### src/cpg_pkg.sv
// shared constants for the power-on reset gate
// assumes one 250 MHz free-running clock feeds every user
package cpg_pkg;

  // ****************************************************
  // timing
  // ****************************************************
  localparam int CPG_CLK_PERIOD_PS = 4000;
  localparam int CPG_TPOR_NS_X10   = 95;   // 9.5 us, in tenths of a us
  // least time: round up to whole cycles
  localparam int CPG_TPOR_CYCLES   =
    (CPG_TPOR_NS_X10 * 100000 + CPG_CLK_PERIOD_PS - 1) / CPG_CLK_PERIOD_PS;
  localparam int CPG_CNT_W         = 12;

  // ****************************************************
  // supply monitor bit positions
  // ****************************************************
  localparam int CPG_MON_W      = 7;
  localparam int CPG_AN_DETECT  = 0;  // analog_supply above 0.5 V
  localparam int CPG_AN_ON      = 1;  // analog_supply above 1.1 V rising
  localparam int CPG_AN_OFF     = 2;  // analog_supply above 1.1 V falling
  localparam int CPG_CORE_ON    = 3;  // core_supply above 0.9 V rising
  localparam int CPG_CORE_OFF   = 4;  // core_supply above 0.65 V falling
  localparam int CPG_PLL_ON     = 5;  // pll_supply above 1.1 V rising
  localparam int CPG_PLL_OFF    = 6;  // pll_supply above 1.1 V falling
  localparam logic [6:0] CPG_MON_RESET = 7'h00;

  // ****************************************************
  // control port widths and modes
  // ****************************************************
  localparam int CPG_ADDR_W = 16;
  localparam int CPG_DATA_W = 16;

  typedef enum logic [1:0] {
    CPG_MODE_I2C  = 2'h0,
    CPG_MODE_SPI3 = 2'h1,
    CPG_MODE_SPI4 = 2'h2
  } cpg_mode_t;

  // gray along undefined -> hold -> count -> run
  typedef enum logic [1:0] {
    CPG_ST_UNDEF = 2'h0,
    CPG_ST_HOLD  = 2'h1,
    CPG_ST_COUNT = 2'h3,
    CPG_ST_RUN   = 2'h2
  } cpg_state_t;

endpackage

### src/cpg_sync3.sv
// three-stage synchroniser for asynchronous comparator levels
// assumes inputs are quasi-static analog monitor results
`timescale 1ns/100ps
`default_nettype none
module cpg_sync3 #(
  parameter int          W         = 1,
  parameter logic [W-1:0] RESET_VAL = '0
) (
  input  wire logic         i_clk_sys,
  input  wire logic         i_rst_b,
  input  wire logic [W-1:0] i_async,
  output logic      [W-1:0] o_sync
);

  typedef struct packed {
    logic [W-1:0] ff1;
    logic [W-1:0] ff2;
    logic [W-1:0] ff3;
    logic [W-1:0] q;
  } cpg_sync_t;

  cpg_sync_t r_reg;
  cpg_sync_t r_next;

  // ****************************************************
  // a change counts only once stages two and three agree
  // ****************************************************
  always_comb begin
    r_next     = r_reg;
    r_next.ff1 = i_async;
    r_next.ff2 = r_reg.ff1;
    r_next.ff3 = r_reg.ff2;
    r_next.q   = (~(r_reg.ff2 ^ r_reg.ff3) & r_reg.ff3) |
                 ((r_reg.ff2 ^ r_reg.ff3) & r_reg.q);
  end

  always_ff @(posedge i_clk_sys or negedge i_rst_b) begin
    if (!i_rst_b) begin
      r_reg <= '{ff1: RESET_VAL, ff2: RESET_VAL, ff3: RESET_VAL,
                 q: RESET_VAL};
    end else begin
      r_reg <= r_next;
    end
  end

  assign o_sync = r_reg.q;

endmodule
`default_nettype wire

### src/cpg_reset_gate.sv
// power-on reset gate: main reset, pll reset and control write gate
// assumes comparator outputs from supply monitors, one system clock
`timescale 1ns/100ps
`default_nettype none
// What this block does
// main reset low while analog or core supply is below power-on level
// above the detection level reset is driven low and chip held
// control interface writes are discarded while main reset is low
// after release registers are at default and writes pass through
// main reset stays low for at least the minimum reset period
// reset returns at once when analog or core falls below power-off level
// a sag above the power-off levels never causes a reset
// pll reset keeps plls disabled while pll supply is below start-up
// fully operational only once all three supplies are above release
// with no pll supply the rest runs; oscillator, plls, clock pin off
// i2c, three- and four-wire spi modes; all registers read back
// reset period counted on the free-running clock, release synchronous
// pll reset is independent and never holds the main reset
module cpg_reset_gate
  import cpg_pkg::*;
#(
  parameter logic [CPG_CNT_W-1:0] POR_CYCLES = CPG_CNT_W'(CPG_TPOR_CYCLES),
  parameter int                   ADDR_W     = CPG_ADDR_W,
  parameter int                   DATA_W     = CPG_DATA_W
) (
  input  wire logic              i_clk_sys,
  input  wire logic              i_rst_b,
  input  wire logic [6:0]        i_supply_mon,
  input  wire logic [1:0]        i_ctrl_mode,
  input  wire logic              i_wr_valid,
  input  wire logic [ADDR_W-1:0] i_wr_addr,
  input  wire logic [DATA_W-1:0] i_wr_data,
  input  wire logic              i_rd_valid,
  input  wire logic [ADDR_W-1:0] i_rd_addr,
  output logic                   o_main_rst_b,
  output logic                   o_pll_rst_b,
  output logic                   o_pll_enable,
  output logic                   o_xtal_enable,
  output logic                   o_clock_output_pin_enable,
  output logic                   o_fully_operational,
  output logic [1:0]             o_ctrl_mode,
  output logic                   o_wr_valid,
  output logic [ADDR_W-1:0]      o_wr_addr,
  output logic [DATA_W-1:0]      o_wr_data,
  output logic                   o_wr_dropped,
  output logic                   o_rd_valid,
  output logic [ADDR_W-1:0]      o_rd_addr
);

  typedef struct packed {
    cpg_state_t            st;
    logic [CPG_CNT_W-1:0]  cnt;
    logic                  main_rst_b;
    logic                  pll_ok;
    cpg_mode_t             mode;
    logic                  wr_valid;
    logic                  wr_drop;
    logic [ADDR_W-1:0]     wr_addr;
    logic [DATA_W-1:0]     wr_data;
    logic                  rd_valid;
    logic [ADDR_W-1:0]     rd_addr;
  } cpg_gate_t;

  cpg_gate_t  r_reg;
  cpg_gate_t  r_next;
  logic [6:0] mon;
  logic [1:0] mode_pin;
  logic       s_det;
  logic       s_an_on;
  logic       s_an_off;
  logic       s_core_on;
  logic       s_core_off;
  logic       s_pll_on;
  logic       s_pll_off;

  // ****************************************************
  // comparator inputs cross in from the analog monitors
  // ****************************************************
  cpg_sync3 #(
    .W         (CPG_MON_W),
    .RESET_VAL (CPG_MON_RESET)
  ) u_sync (
    .i_clk_sys (i_clk_sys),
    .i_rst_b   (i_rst_b),
    .i_async   (i_supply_mon),
    .o_sync    (mon)
  );

  // the mode strap is a pin as well, so it crosses the same way
  cpg_sync3 #(
    .W         (2),
    .RESET_VAL (CPG_MODE_I2C)
  ) u_mode_sync (
    .i_clk_sys (i_clk_sys),
    .i_rst_b   (i_rst_b),
    .i_async   (i_ctrl_mode),
    .o_sync    (mode_pin)
  );

  assign s_det      = mon[CPG_AN_DETECT];
  assign s_an_on    = mon[CPG_AN_ON];
  assign s_an_off   = mon[CPG_AN_OFF];
  assign s_core_on  = mon[CPG_CORE_ON];
  assign s_core_off = mon[CPG_CORE_OFF];
  assign s_pll_on   = mon[CPG_PLL_ON];
  assign s_pll_off  = mon[CPG_PLL_OFF];

  // ****************************************************
  // sequencer and write gate
  // ****************************************************
  always_comb begin
    r_next          = r_reg;
    r_next.wr_valid = 1'b0;
    r_next.wr_drop  = 1'b0;
    r_next.rd_valid = 1'b0;
    case (r_reg.st)
      CPG_ST_UNDEF: begin
        r_next.cnt = '0;
        if (s_det) begin
          r_next.st = CPG_ST_HOLD;
        end
      end
      CPG_ST_HOLD: begin
        r_next.cnt = '0;
        // mode strap is caught while the chip is held
        case (mode_pin)
          2'h1:    r_next.mode = CPG_MODE_SPI3;
          2'h2:    r_next.mode = CPG_MODE_SPI4;
          default: r_next.mode = CPG_MODE_I2C;
        endcase
        if (s_an_on && s_core_on) begin
          r_next.st = CPG_ST_COUNT;
        end
      end
      CPG_ST_COUNT: begin
        // zero rise time still waits the full count; a dip below an
        // on level before release restarts it
        if (!s_an_on || !s_core_on) begin
          r_next.st = CPG_ST_HOLD;
        end else if (r_reg.cnt == POR_CYCLES - 1'b1) begin
          r_next.st = CPG_ST_RUN;
        end else begin
          r_next.cnt = r_reg.cnt + 1'b1;
        end
      end
      CPG_ST_RUN: begin
        // only the off levels matter here, so brown-outs ride through
        if (!s_an_off || !s_core_off) begin
          r_next.st = CPG_ST_HOLD;
        end
      end
      default: begin
        r_next.st = CPG_ST_UNDEF;
      end
    endcase
    if (!s_det) begin
      r_next.st = CPG_ST_UNDEF;
    end
    r_next.main_rst_b = (r_next.st == CPG_ST_RUN);

    // pll reset has its own thresholds and never touches the sequencer
    if (!r_reg.pll_ok && s_pll_on) begin
      r_next.pll_ok = 1'b1;
    end else if (r_reg.pll_ok && !s_pll_off) begin
      r_next.pll_ok = 1'b0;
    end

    if (i_wr_valid) begin
      r_next.wr_valid = r_reg.main_rst_b;
      r_next.wr_drop  = !r_reg.main_rst_b;
      if (r_reg.main_rst_b) begin
        r_next.wr_addr = i_wr_addr;
        r_next.wr_data = i_wr_data;
      end
    end
    // reads answer in every state; held registers read their defaults
    if (i_rd_valid) begin
      r_next.rd_valid = 1'b1;
      r_next.rd_addr  = i_rd_addr;
    end
  end

  always_ff @(posedge i_clk_sys or negedge i_rst_b) begin
    if (!i_rst_b) begin
      r_reg <= '{st: CPG_ST_UNDEF, cnt: '0, main_rst_b: 1'b0,
                 pll_ok: 1'b0, mode: CPG_MODE_I2C, wr_valid: 1'b0,
                 wr_drop: 1'b0, wr_addr: '0, wr_data: '0,
                 rd_valid: 1'b0, rd_addr: '0};
    end else begin
      r_reg <= r_next;
    end
  end

  // ****************************************************
  // outputs
  // ****************************************************
  assign o_main_rst_b              = r_reg.main_rst_b;
  assign o_pll_rst_b               = r_reg.pll_ok;
  assign o_pll_enable              = r_reg.pll_ok;
  assign o_xtal_enable             = r_reg.pll_ok;
  assign o_clock_output_pin_enable = r_reg.pll_ok;
  assign o_fully_operational       = r_reg.main_rst_b & r_reg.pll_ok;
  assign o_ctrl_mode               = r_reg.mode;
  assign o_wr_valid                = r_reg.wr_valid;
  assign o_wr_addr                 = r_reg.wr_addr;
  assign o_wr_data                 = r_reg.wr_data;
  assign o_wr_dropped              = r_reg.wr_drop;
  assign o_rd_valid                = r_reg.rd_valid;
  assign o_rd_addr                 = r_reg.rd_addr;
endmodule
`default_nettype wire

### config.mk
export PLATFORM = sky130hd
export DESIGN_NAME = cpg_reset_gate
export DESIGN_NICKNAME = d
export VERILOG_FILES = /design/src/cpg_pkg.sv /design/src/cpg_sync3.sv /design/src/cpg_reset_gate.sv
export SDC_FILE = /design/constraint.sdc
export NUM_CORES = 1
export LEC_CHECK = 0
export ABC_AREA = 1
export BUFFER_PORTS_ARGS = -buffer_cell sky130_fd_sc_hd__buf_2
export CORE_UTILIZATION = 32
export CTS_BUF_LIST = sky130_fd_sc_hd__clkbuf_8
export CTS_CLUSTER_SIZE = 16
export DETAILED_ROUTE_END_ITERATION = 10
export PLACE_DENSITY = 0.64
export SYNTH_ARGS = -nofsm -noshare
export SYNTH_HDL_FRONTEND = slang
export SYNTH_SLANG_ARGS = --single-unit
### constraint.sdc
create_clock -name i_clk_sys -period 1.3 [get_ports i_clk_sys]
set_input_delay 0.26 -clock i_clk_sys [delete_from_list [all_inputs] [get_ports i_clk_sys]]
set_output_delay 0.26 -clock i_clk_sys [all_outputs]
set_load 0.02 [all_outputs]
==> results of run 1 <==
==> logic make-up (layout without fill, tap and decap cells) <==
kind of cell               count (synthesis)  after routing  share of synthesized area, %
buffers and inverters                     85            198                          12.3
muxes                                     17             17                          4.32
and+or+nand+nor                          213            213                          20.2
AOI/OAI and AO/OA                          6              6                         0.819
DFF                                      105            105                          59.3
xor gates and xnor gates                   2              2                         0.396
adders and majority gates                 11             11                          2.60
==> repair_timing <==
item | CTS | global route
pin swaps | 4 | 3
endpoints found under the setup margin | 19 | 27
resized for setup | 14 | 20
hold buffers | 10 | 0
gates cloned | 0 | 0
endpoints found under the hold margin | 33 | 0
setup buffers | 5 | 0
==> power breakdown <==
group / switching (W) / internal (W)
sequential: 0.000259 / 0.00371
combinational: 0.00100 / 0.000649
clock: 0.00106 / 0.000735
total: 0.00232 / 0.00510
==> synthesized netlist by cell type <==
cell type                  instances  area [um2]
sky130_fd_sc_hd__o21ai_0           4        20.0
sky130_fd_sc_hd__maj3_1            9        90.1
sky130_fd_sc_hd__nor3_2            1        10.0
sky130_fd_sc_hd__o31ai_1           1        7.51
sky130_fd_sc_hd__inv_2             1        3.75
sky130_fd_sc_hd__mux2_2           17         191
sky130_fd_sc_hd__ha_1              2        25.0
sky130_fd_sc_hd__nor2_2            2        12.5
sky130_fd_sc_hd__clkbuf_1          4        15.0
sky130_fd_sc_hd__nand3_2           1        10.0
sky130_fd_sc_hd__nand2_1         157         589
sky130_fd_sc_hd__nor2_4            1        11.3
sky130_fd_sc_hd__dfrtp_1         105        2630
sky130_fd_sc_hd__nand3_1          19        95.1
sky130_fd_sc_hd__nand2_4           2        22.5
sky130_fd_sc_hd__inv_1            17        63.8
sky130_fd_sc_hd__buf_2             7        35.0
sky130_fd_sc_hd__buf_4            54         405
sky130_fd_sc_hd__nor2_1           21        78.8
sky130_fd_sc_hd__buf_6             2        22.5
sky130_fd_sc_hd__nor2b_1           1        6.26
sky130_fd_sc_hd__xnor2_1           2        17.5
sky130_fd_sc_hd__nor3_4            1        16.3
sky130_fd_sc_hd__nand2_2           1        6.26
sky130_fd_sc_hd__nand4_1           6        37.5
sky130_fd_sc_hd__o41ai_1           1        8.76
==> final timing paths <==
kind | depth (start not counted) | slack, ns | from | end
max | 9 | -0.08 | r_reg[55] | r_reg[63]
min | 3 | 0.07 | i_wr_addr[11] | o_wr_addr[11]
max reg2reg | 9 | -0.08 | r_reg[55] | r_reg[63]
min reg2reg | 0 | 0.35 | u_mode_sync.r_next[5] | u_mode_sync.r_next[3]
max in group asynchronous | 3 | 0.42 | i_rst_b | o_clock_output_pin_enable
min in group asynchronous | 2 | 0.36 | i_rst_b | asynchronous set/reset pin
==> metrics by stage <==
| step | cell area (um2) | cells | setup TNS (ns) | hold WS [ns] |
|---|---|---|---|---|
| 6_report | 5450 | 728 | -0.985 | 0.0720 |
| 3_3_place_gp | 5020 | 697 | -0.399 | 0.232 |
| 3_5_place_dp | 5020 | 697 | -1.19 | 0.228 |
| 4_1_cts | 5390 | 728 | -1.05 | 0.0473 |
| 5_1_grt | 5450 | 728 | -2.69 | 0.0605 |
| 2_1_floorplan | 4430 | 439 | -0.710 | -0.0356 |
==> critical path: stages (launching register included) <==
cell,delay [ns]
sky130_fd_sc_hd__dfrtp_1,0.41
sky130_fd_sc_hd__inv_2,0.09
sky130_fd_sc_hd__ha_4,0.15
sky130_fd_sc_hd__nand2_4,0.05
sky130_fd_sc_hd__nor2_4,0.09
sky130_fd_sc_hd__nand3_2,0.11
sky130_fd_sc_hd__nand2_4,0.16
sky130_fd_sc_hd__nand2_8,0.10
sky130_fd_sc_hd__nand2_1,0.08
sky130_fd_sc_hd__nand2_1,0.05
==> layer usage <==
metal,up-vias,global-route usage [%],share of wire [%]
li1,1534,-,-
met1,1499,16.6,44
met2,84,20.7,48
met3,14,3.71,5.7
met4,0,6.25,2.0
met5,-,0,0
==> cell type report <==
type,instances,area [um2],area share (%)
Clock buffer,10,138,2.53
Clock inverter,6,35.0,0.643
Inverter,18,67.6,1.24
Multi-Input combinational cell,249,1320,24.2
Sequential cell,105,2630,48.3
Tap cell,176,220,4.04
Timing Repair Buffer,164,1040,19.1
==> impl_metrics.ini, run 1 <==
[power_and_ir_drop]
p_leak_nw = 2.82
totalPowerFinal_w = 0.00742
pwr_density_cell_nw_per_um2 = 1360
power.ir.vdd_worst_mv = 0.818

[final_layout]
core_util_final_pct = 40.8
layout_commonest_cell = sky130_fd_sc_hd__nand2_1
nFillCells = 1330
finalNetCount = 610
most-common-layout-cells = 152 x sky130_fd_sc_hd__nand2_1, 112 x sky130_fd_sc_hd__buf_2, 103 x sky130_fd_sc_hd__dfrtp_1
post_route_cells_drive_above_1_share_pct = 37.9
layout_stage_area_growth_over_the_synthesis_result_pct = 23.0
insertedDiodeCount = 0

[route]
routed-via-count = 3131
wire_per_inst_um = 11.9
drt_iter0_markers = 132
detail_route.drc_violations = 0
routed_via_density = 4.30
finalWirelength_um = 8700
post_drt_antenna_nets = 0
first_pass_iters = 4

[die]
fp.coreArea_um2 = 13300
total_die_area_um2 = 14300
die_width_um = 120
ioPinCount = 120
num_rows = 42
floorplan.initialDensity_pct = 33.2
fp.dieH_um = 120

[timing]
fin_crit_ns = 1.38
max-slew-margin-rel_pct = 70.8
report.final.setup_viol = 14
timing_max_transition_violations_final = 0
finalClockSkew_ns = 0.00661
final.period_utilization_pct = 106
timing.fmax_mhz = 723
grt_setup_unrepaired = true
worst_pin_slew_ns = 0.438
finalHoldViolations = 0
setup_ws_ns = -0.0828

[synth]
synth_nets = 502
count_of_different_cell_masters_after_synthesis = 26
post_synth_inst_count = 439
syn-mean-instance-area_um2 = 10.1
sequential_share_of_the_synthesized_area_pct = 59.3
ys_seq_elements = 105
synthesis.yosys.warnings = 0
post_synth_instance_area_um2 = 4430

[setup_path]
critPathMaxFanout = 11
timing.setup.critical_path_class = flip-flop to flip-flop
critPathCaptureType = flip-flop
cp_data_arrival_time_ns = 1.66
critPathLaunchType = flip-flop
worst_ep_required_time_ns = 1.57

[run_status]
failed_checks = setup timing
run_status = finished with violations

[global_route]
grt_pass1_vias = 3156
grt_first_pass_wirelength_um = 14600
maximum_number_of_pins_on_one_net_before_global_route_repair = 32
grt_antenna_before_repair = 0
globalRoute.totalOverflow = 0
grt_usage_pct = 13.1

[clock_tree]
clock_latency_of_the_later_clocked_register_in_the_worst_skew_pair_ns = 0.37
h-tree-depth = 3
clock-root-buffer = sky130_fd_sc_hd__clkbuf_8
cts_tree = yes
cts_num_sinks = 105
cts_buffer_depth = 2
cts.reportedPaths.clkPinSlew_ns = 0.09
cts_buffers = 9

[placement]
finalWeightedCongestion = 0.835
io_buffers = 119
dp.final_hpwl_um = 6230
detailedPlace.worstSlack_ns = -0.108

[hold_path]
min_path_type = primary input to flip-flop

[flow_run]
max_cap_violations = 0
Note: power is estimated with default switching activity, not from simulation.
==> run 2: changes to the inputs <==
Settings changed: ABC_CLOCK_PERIOD_IN_PS set to 1300, BUFFER_PORTS_ARGS -buffer_cell sky130_fd_sc_hd__buf_2 to -buffer_cell sky130_fd_sc_hd__clkbuf_2, HOLD_SLACK_MARGIN set to 0.05.
==> run 2 against run 1 <==
Compared with the run above: the flow still finishes with violations (setup timing); hold slack better by 0.0045 ns; sequential power about the same; final area up 1.7%; utilization up 0.68 points; critical endpoint is now r_reg[58].
==> impl_metrics.ini, run 2 (same netlist as run 1, synthesis figures left out) <==
[run_status]
run_status = finished with violations
failed_checks = setup timing

[global_route]
grt_pass1_vias = 3256
grt_first_pass_wirelength_um = 15100
maximum_number_of_pins_on_one_net_before_global_route_repair = 32
grt_antenna_before_repair = 0
globalRoute.totalOverflow = 0
grt_usage_pct = 13.4

[setup_path]
critPathLaunchType = flip-flop
cp_data_arrival_time_ns = 1.74
worst_r2r_startpoint = r_reg[55]
critical-path-slowest-cell = sky130_fd_sc_hd__dfrtp_1
critPathMaxFanout = 8
worst_ep_required_time_ns = 1.61
setup.reg_to_reg.worst_slack_ns = -0.13
reg2reg_depth = 9
cp_cell_sequence = inv_2, ha_4, nand2_4, nor2_4, nand3_2, nand2_4, buf_6, nand3_2, nand2_1
startpoint = r_reg[55]
r2r-end = r_reg[58]
timing.setup.critical_path_class = flip-flop to flip-flop
critPathCaptureType = flip-flop
crit_path_capture = r_reg[58]
timing.critical_path.slowest_cell_delay_ns = 0.42

[die]
ioPinCount = 120
num_rows = 42
fp.dieH_um = 120
total_die_area_um2 = 14300
die_width_um = 120
floorplan.initialDensity_pct = 33.2
fp.coreArea_um2 = 13300

[timing]
finalClockSkew_ns = 0.00825
fin_crit_ns = 1.43
report.final.setup_viol = 13
max-slew-margin-rel_pct = 72.4
worst_pin_slew_ns = 0.414
timing_max_transition_violations_final = 0
final.period_utilization_pct = 110
setup_ws_ns = -0.127
finalHoldViolations = 0
grt_setup_unrepaired = true
timing.fmax_mhz = 701

[placement]
dp.final_hpwl_um = 6350
io_buffers = 119
finalWeightedCongestion = 0.827
detailedPlace.worstSlack_ns = -0.112

[clock_tree]
h-tree-depth = 3
cts_tree = yes
cts_num_sinks = 105
clock-root-buffer = sky130_fd_sc_hd__clkbuf_8
clock_latency_of_the_later_clocked_register_in_the_worst_skew_pair_ns = 0.37
cts.reportedPaths.clkPinSlew_ns = 0.10
cts_buffers = 9
cts_buffer_depth = 2

[final_layout]
most-common-layout-cells = 154 x sky130_fd_sc_hd__nand2_1, 112 x sky130_fd_sc_hd__clkbuf_2, 101 x sky130_fd_sc_hd__dfrtp_1
layout_commonest_cell = sky130_fd_sc_hd__nand2_1
finalNetCount = 615
insertedDiodeCount = 0
core_util_final_pct = 41.5
post_route_cells_drive_above_1_share_pct = 37.9
layout_stage_area_growth_over_the_synthesis_result_pct = 25.1

[route]
wire_per_inst_um = 12.1
first_pass_iters = 4
routed-via-count = 3160
post_drt_antenna_nets = 0
detail_route.drc_violations = 0
finalWirelength_um = 8850
drt_iter0_markers = 125
routed_via_density = 4.31

[flow_run]
max_cap_violations = 0

[power_and_ir_drop]
power.ir.vdd_worst_mv = 0.950
pwr_density_cell_nw_per_um2 = 1390
p_leak_nw = 2.85

[hold_path]
min_path_type = primary input to flip-flop
worstHoldPathCells = 3
==> run 2: changes by cell type in the layout (fill, tap and decap cells not counted), moves of 5 or more <==
cell | before | now
sky130_fd_sc_hd__clkbuf_2 | 0 | 112
sky130_fd_sc_hd__dlygate4sd3_1 | 10 | 16
sky130_fd_sc_hd__nand3_1 | 18 | 13
sky130_fd_sc_hd__buf_2 | 112 | 0
sky130_fd_sc_hd__nand3_2 | 2 | 7
==> run 2: worst min-delay path by stage <==
stage | slack (ns) | startpoint | endpoint
4_1_cts | 0.05 | i_wr_addr[13] | o_wr_addr[13]
3_5_place_dp | 0.23 | i_rst_b | r_reg[65]
6_report | 0.08 | i_wr_addr[13] | o_wr_addr[13]
3_3_place_gp | 0.23 | i_rst_b | u_sync.r_reg[8]
5_1_grt | 0.05 | i_wr_addr[0] | o_wr_addr[0]
2_1_floorplan | -0.04 | i_rst_b | asynchronous set/reset pin
==> run 2: per-layer routing <==
metal,share of wire (%),GRT usage (%),up-vias
met5,0,0,-
met4,1.3,5.55,0
met3,4.9,4.04,8
met2,49,21.9,76
met1,44,16.6,1529
li1,-,-,1547
==> run 2: final cells by class <==
type	instances	area (um2)
Multi-Input combinational cell	250	1350
Fill cell	1313	7810
Timing Repair Buffer	168	1080
Inverter	18	67.6
Tap cell	176	220
Clock buffer	10	138
Clock inverter	6	60.1
Sequential cell	105	2630
==> run 2: worst max-delay path, delay by kind of cell, from the launching register on <==
| family | cells | cell delay [ns] |
|---|---|---|
| buffers and inverters | 2 | 0.24 |
| and+or+nand+nor | 6 | 0.57 |
| adders and majority gates | 1 | 0.13 |
| DFF | 1 | 0.42 |
==> run 2: per-stage QoR <==
| step | TNS (ns) | total power, W | hold WS, ns | cell area [um2] | instances |
|---|---|---|---|---|---|
| global placement | -0.373 | 0.00559 | 0.231 | 5010 | 696 |
| CTS | -1.13 | 0.00775 | 0.0512 | 5480 | 733 |
| finish | -1.35 | 0.00767 | 0.0765 | 5540 | 733 |
| global route | -2.73 | 0.00810 | 0.0537 | 5540 | 733 |
| detailed placement | -1.18 | 0.00563 | 0.230 | 5010 | 696 |
| floorplan | -0.710 | 0.00544 | -0.0356 | 4430 | 439 |
==> run 2: what timing repair did <==
item,4_1_cts,5_1_grt
gates cloned,1,0
buffers inserted,4,0
gates resized for setup,16,25
hold buffers,16,0
pin swaps,3,6
setup endpoints to repair,19,20
endpoints found under the hold margin,39,0
==> run 2: where the power goes <==
part           switching, W  internal (W)  leakage [nW]
sequential         0.000267       0.00371          1.30
combinational       0.00102      0.000654          1.44
clock               0.00109      0.000934         0.109
==> run 3: changes to the inputs <==
Settings changed: CTS_BUF_LIST sky130_fd_sc_hd__clkbuf_8 to sky130_fd_sc_hd__clkbuf_8 sky130_fd_sc_hd__clkbuf_16.
==> run 3 against run 2 <==
Compared with the run above: sequential share of layout area hardly changed; largest cell class unchanged; setup slack better by 0.0079 ns; die area stayed put; routed wire length hardly changed; sequential cell count stayed put; clock skew is 0.00079 ns lower; critical path depth stayed put; power is 8.2% higher; the run still ends with setup timing left; sequential power hardly changed; cell count is 0.82% lower.
==> impl_metrics.ini, run 3 (same netlist as run 1, synthesis figures left out) <==
[setup_path]
worst_r2r_startpoint = r_reg[55]
critPathLaunchType = flip-flop
cp_cell_sequence = inv_2, ha_4, nand2_4, nor2_4, nand3_2, nand2_4, buf_6, nand3_1, nand2_1
reg2reg_depth = 9
cp_data_arrival_time_ns = 1.70
worst_ep_required_time_ns = 1.58
timing.critical_path.slowest_cell_delay_ns = 0.41
startpoint = r_reg[55]
critPathCaptureType = flip-flop
timing.setup.critical_path_class = flip-flop to flip-flop
crit_path_capture = r_reg[58]
critPathMaxFanout = 8
crit_path_most_repeated_cell = sky130_fd_sc_hd__nand2_4
critical-path-slowest-cell = sky130_fd_sc_hd__dfrtp_1
setup.reg_to_reg.worst_slack_ns = -0.12
r2r-end = r_reg[58]

[placement]
finalWeightedCongestion = 0.827
dp.final_hpwl_um = 6350
detailedPlace.worstSlack_ns = -0.112
io_buffers = 119

[timing]
final.period_utilization_pct = 109
finalHoldViolations = 0
report.final.setup_viol = 13
fin_crit_ns = 1.42
max-slew-margin-rel_pct = 72.3
timing_max_transition_violations_final = 0
worst_pin_slew_ns = 0.416
finalClockSkew_ns = 0.00746
grt_setup_unrepaired = true
setup_ws_ns = -0.119
timing.fmax_mhz = 705

[route]
detail_route.drc_violations = 0
routed-via-count = 3140
wire_per_inst_um = 12.2
routed_via_density = 4.32
post_drt_antenna_nets = 0
drt_iter0_markers = 126
finalWirelength_um = 8860
first_pass_iters = 4

[final_layout]
post_route_cells_drive_above_1_share_pct = 37.4
most-common-layout-cells = 153 x sky130_fd_sc_hd__nand2_1, 116 x sky130_fd_sc_hd__clkbuf_2, 102 x sky130_fd_sc_hd__dfrtp_1
layout_commonest_cell = sky130_fd_sc_hd__nand2_1
core_util_final_pct = 41.5
layout_stage_area_growth_over_the_synthesis_result_pct = 24.9
finalNetCount = 609
insertedDiodeCount = 0

[clock_tree]
clock-root-buffer = sky130_fd_sc_hd__clkbuf_16
h-tree-depth = 3
cts_num_sinks = 105
clock_latency_of_the_later_clocked_register_in_the_worst_skew_pair_ns = 0.35
cts.reportedPaths.clkPinSlew_ns = 0.07
cts_buffer_depth = 2
cts_buffers = 9
cts_tree = yes

[die]
total_die_area_um2 = 14300
fp.dieH_um = 120
ioPinCount = 120
die_width_um = 120
floorplan.initialDensity_pct = 33.2
num_rows = 42
fp.coreArea_um2 = 13300

[power_and_ir_drop]
p_leak_nw = 2.86
power.ir.vdd_worst_mv = 0.872
pwr_density_cell_nw_per_um2 = 1500

[global_route]
maximum_number_of_pins_on_one_net_before_global_route_repair = 32
grt_first_pass_wirelength_um = 15100
globalRoute.totalOverflow = 0
grt_pass1_vias = 3230
grt_antenna_before_repair = 0
grt_usage_pct = 13.4

[run_status]
failed_checks = setup timing
run_status = finished with violations

[flow_run]
max_cap_violations = 0

[hold_path]
min_path_type = primary input to flip-flop
-- run 3: changes by cell type in the layout (fill, tap and decap cells not counted), moves of 4 or more --
cell and delta:
sky130_fd_sc_hd__nand3_2 -6, sky130_fd_sc_hd__buf_6 -6, sky130_fd_sc_hd__dlygate4sd3_1 -6, sky130_fd_sc_hd__clkbuf_2 +4, sky130_fd_sc_hd__clkbuf_8 -8, sky130_fd_sc_hd__nand3_1 +6
sky130_fd_sc_hd__clkbuf_16 +9
-- run 3: per-stage QoR --
stage	power (W)	instances	TNS (ns)	hold slack [ns]	area, um2
2_1_floorplan	0.00544	439	-0.710	-0.0356	4430
4_1_cts	0.00840	727	-1.01	0.0935	5510
3_3_place_gp	0.00559	696	-0.373	0.231	5010
3_5_place_dp	0.00563	696	-1.18	0.230	5010
6_report	0.00830	727	-1.23	0.102	5530
5_1_grt	0.00874	727	-2.47	0.0891	5530
-- run 3: final cells by class --
class / instances / area, um2
clock buffer: 10 / 239
clock inverter: 6 / 60.1
fill: 1325 / 7820
inverter: 18 / 67.6
multi-input combinational: 250 / 1330
sequential: 105 / 2630
tap: 176 / 220
timing repair buffer: 162 / 987
-- run 3: worst min path at each step --
stage,slack [ns],start,cells past startpoint,to
4_1_cts,0.09,i_wr_addr[8],3,o_wr_addr[8]
5_1_grt,0.09,i_wr_valid,3,o_wr_dropped
6_report,0.10,i_wr_addr[8],3,o_wr_addr[8]
2_1_floorplan,-0.04,i_rst_b,0,asynchronous set/reset pin
3_3_place_gp,0.23,i_rst_b,1,u_sync.r_reg[8]
3_5_place_dp,0.23,i_rst_b,1,r_reg[65]
-- run 3: repair_timing --
action | 4_1_cts | 5_1_grt
pin swaps | 4 | 4
setup endpoints to repair | 18 | 16
buffers inserted | 4 | 0
cloned | 1 | 0
hold endpoints to repair | 33 | 0
hold buffers | 10 | 0
gates resized for setup | 12 | 9
-- run 3: critical path, delay by kind of cell, from the launching register on --
kind,cells,cell delay [ns]
simple gates,6,0.59
flops,1,0.41
buf+inv,2,0.23
fa+ha+maj,1,0.13
-- run 3: power by group --
part	switching (W)	internal, W
clock network	0.00117	0.00154
registers	0.000260	0.00372
logic	0.00101	0.000611
total	0.00244	0.00587
-- run 3: routing by layer --
layer	up-vias	routed length [um]	GRT usage, %
met2	78	4340	21.7
met4	0	129	5.08
met5	-	0	0
met1	1513	3940	16.8
li1	1539	-	-
met3	10	451	4.23
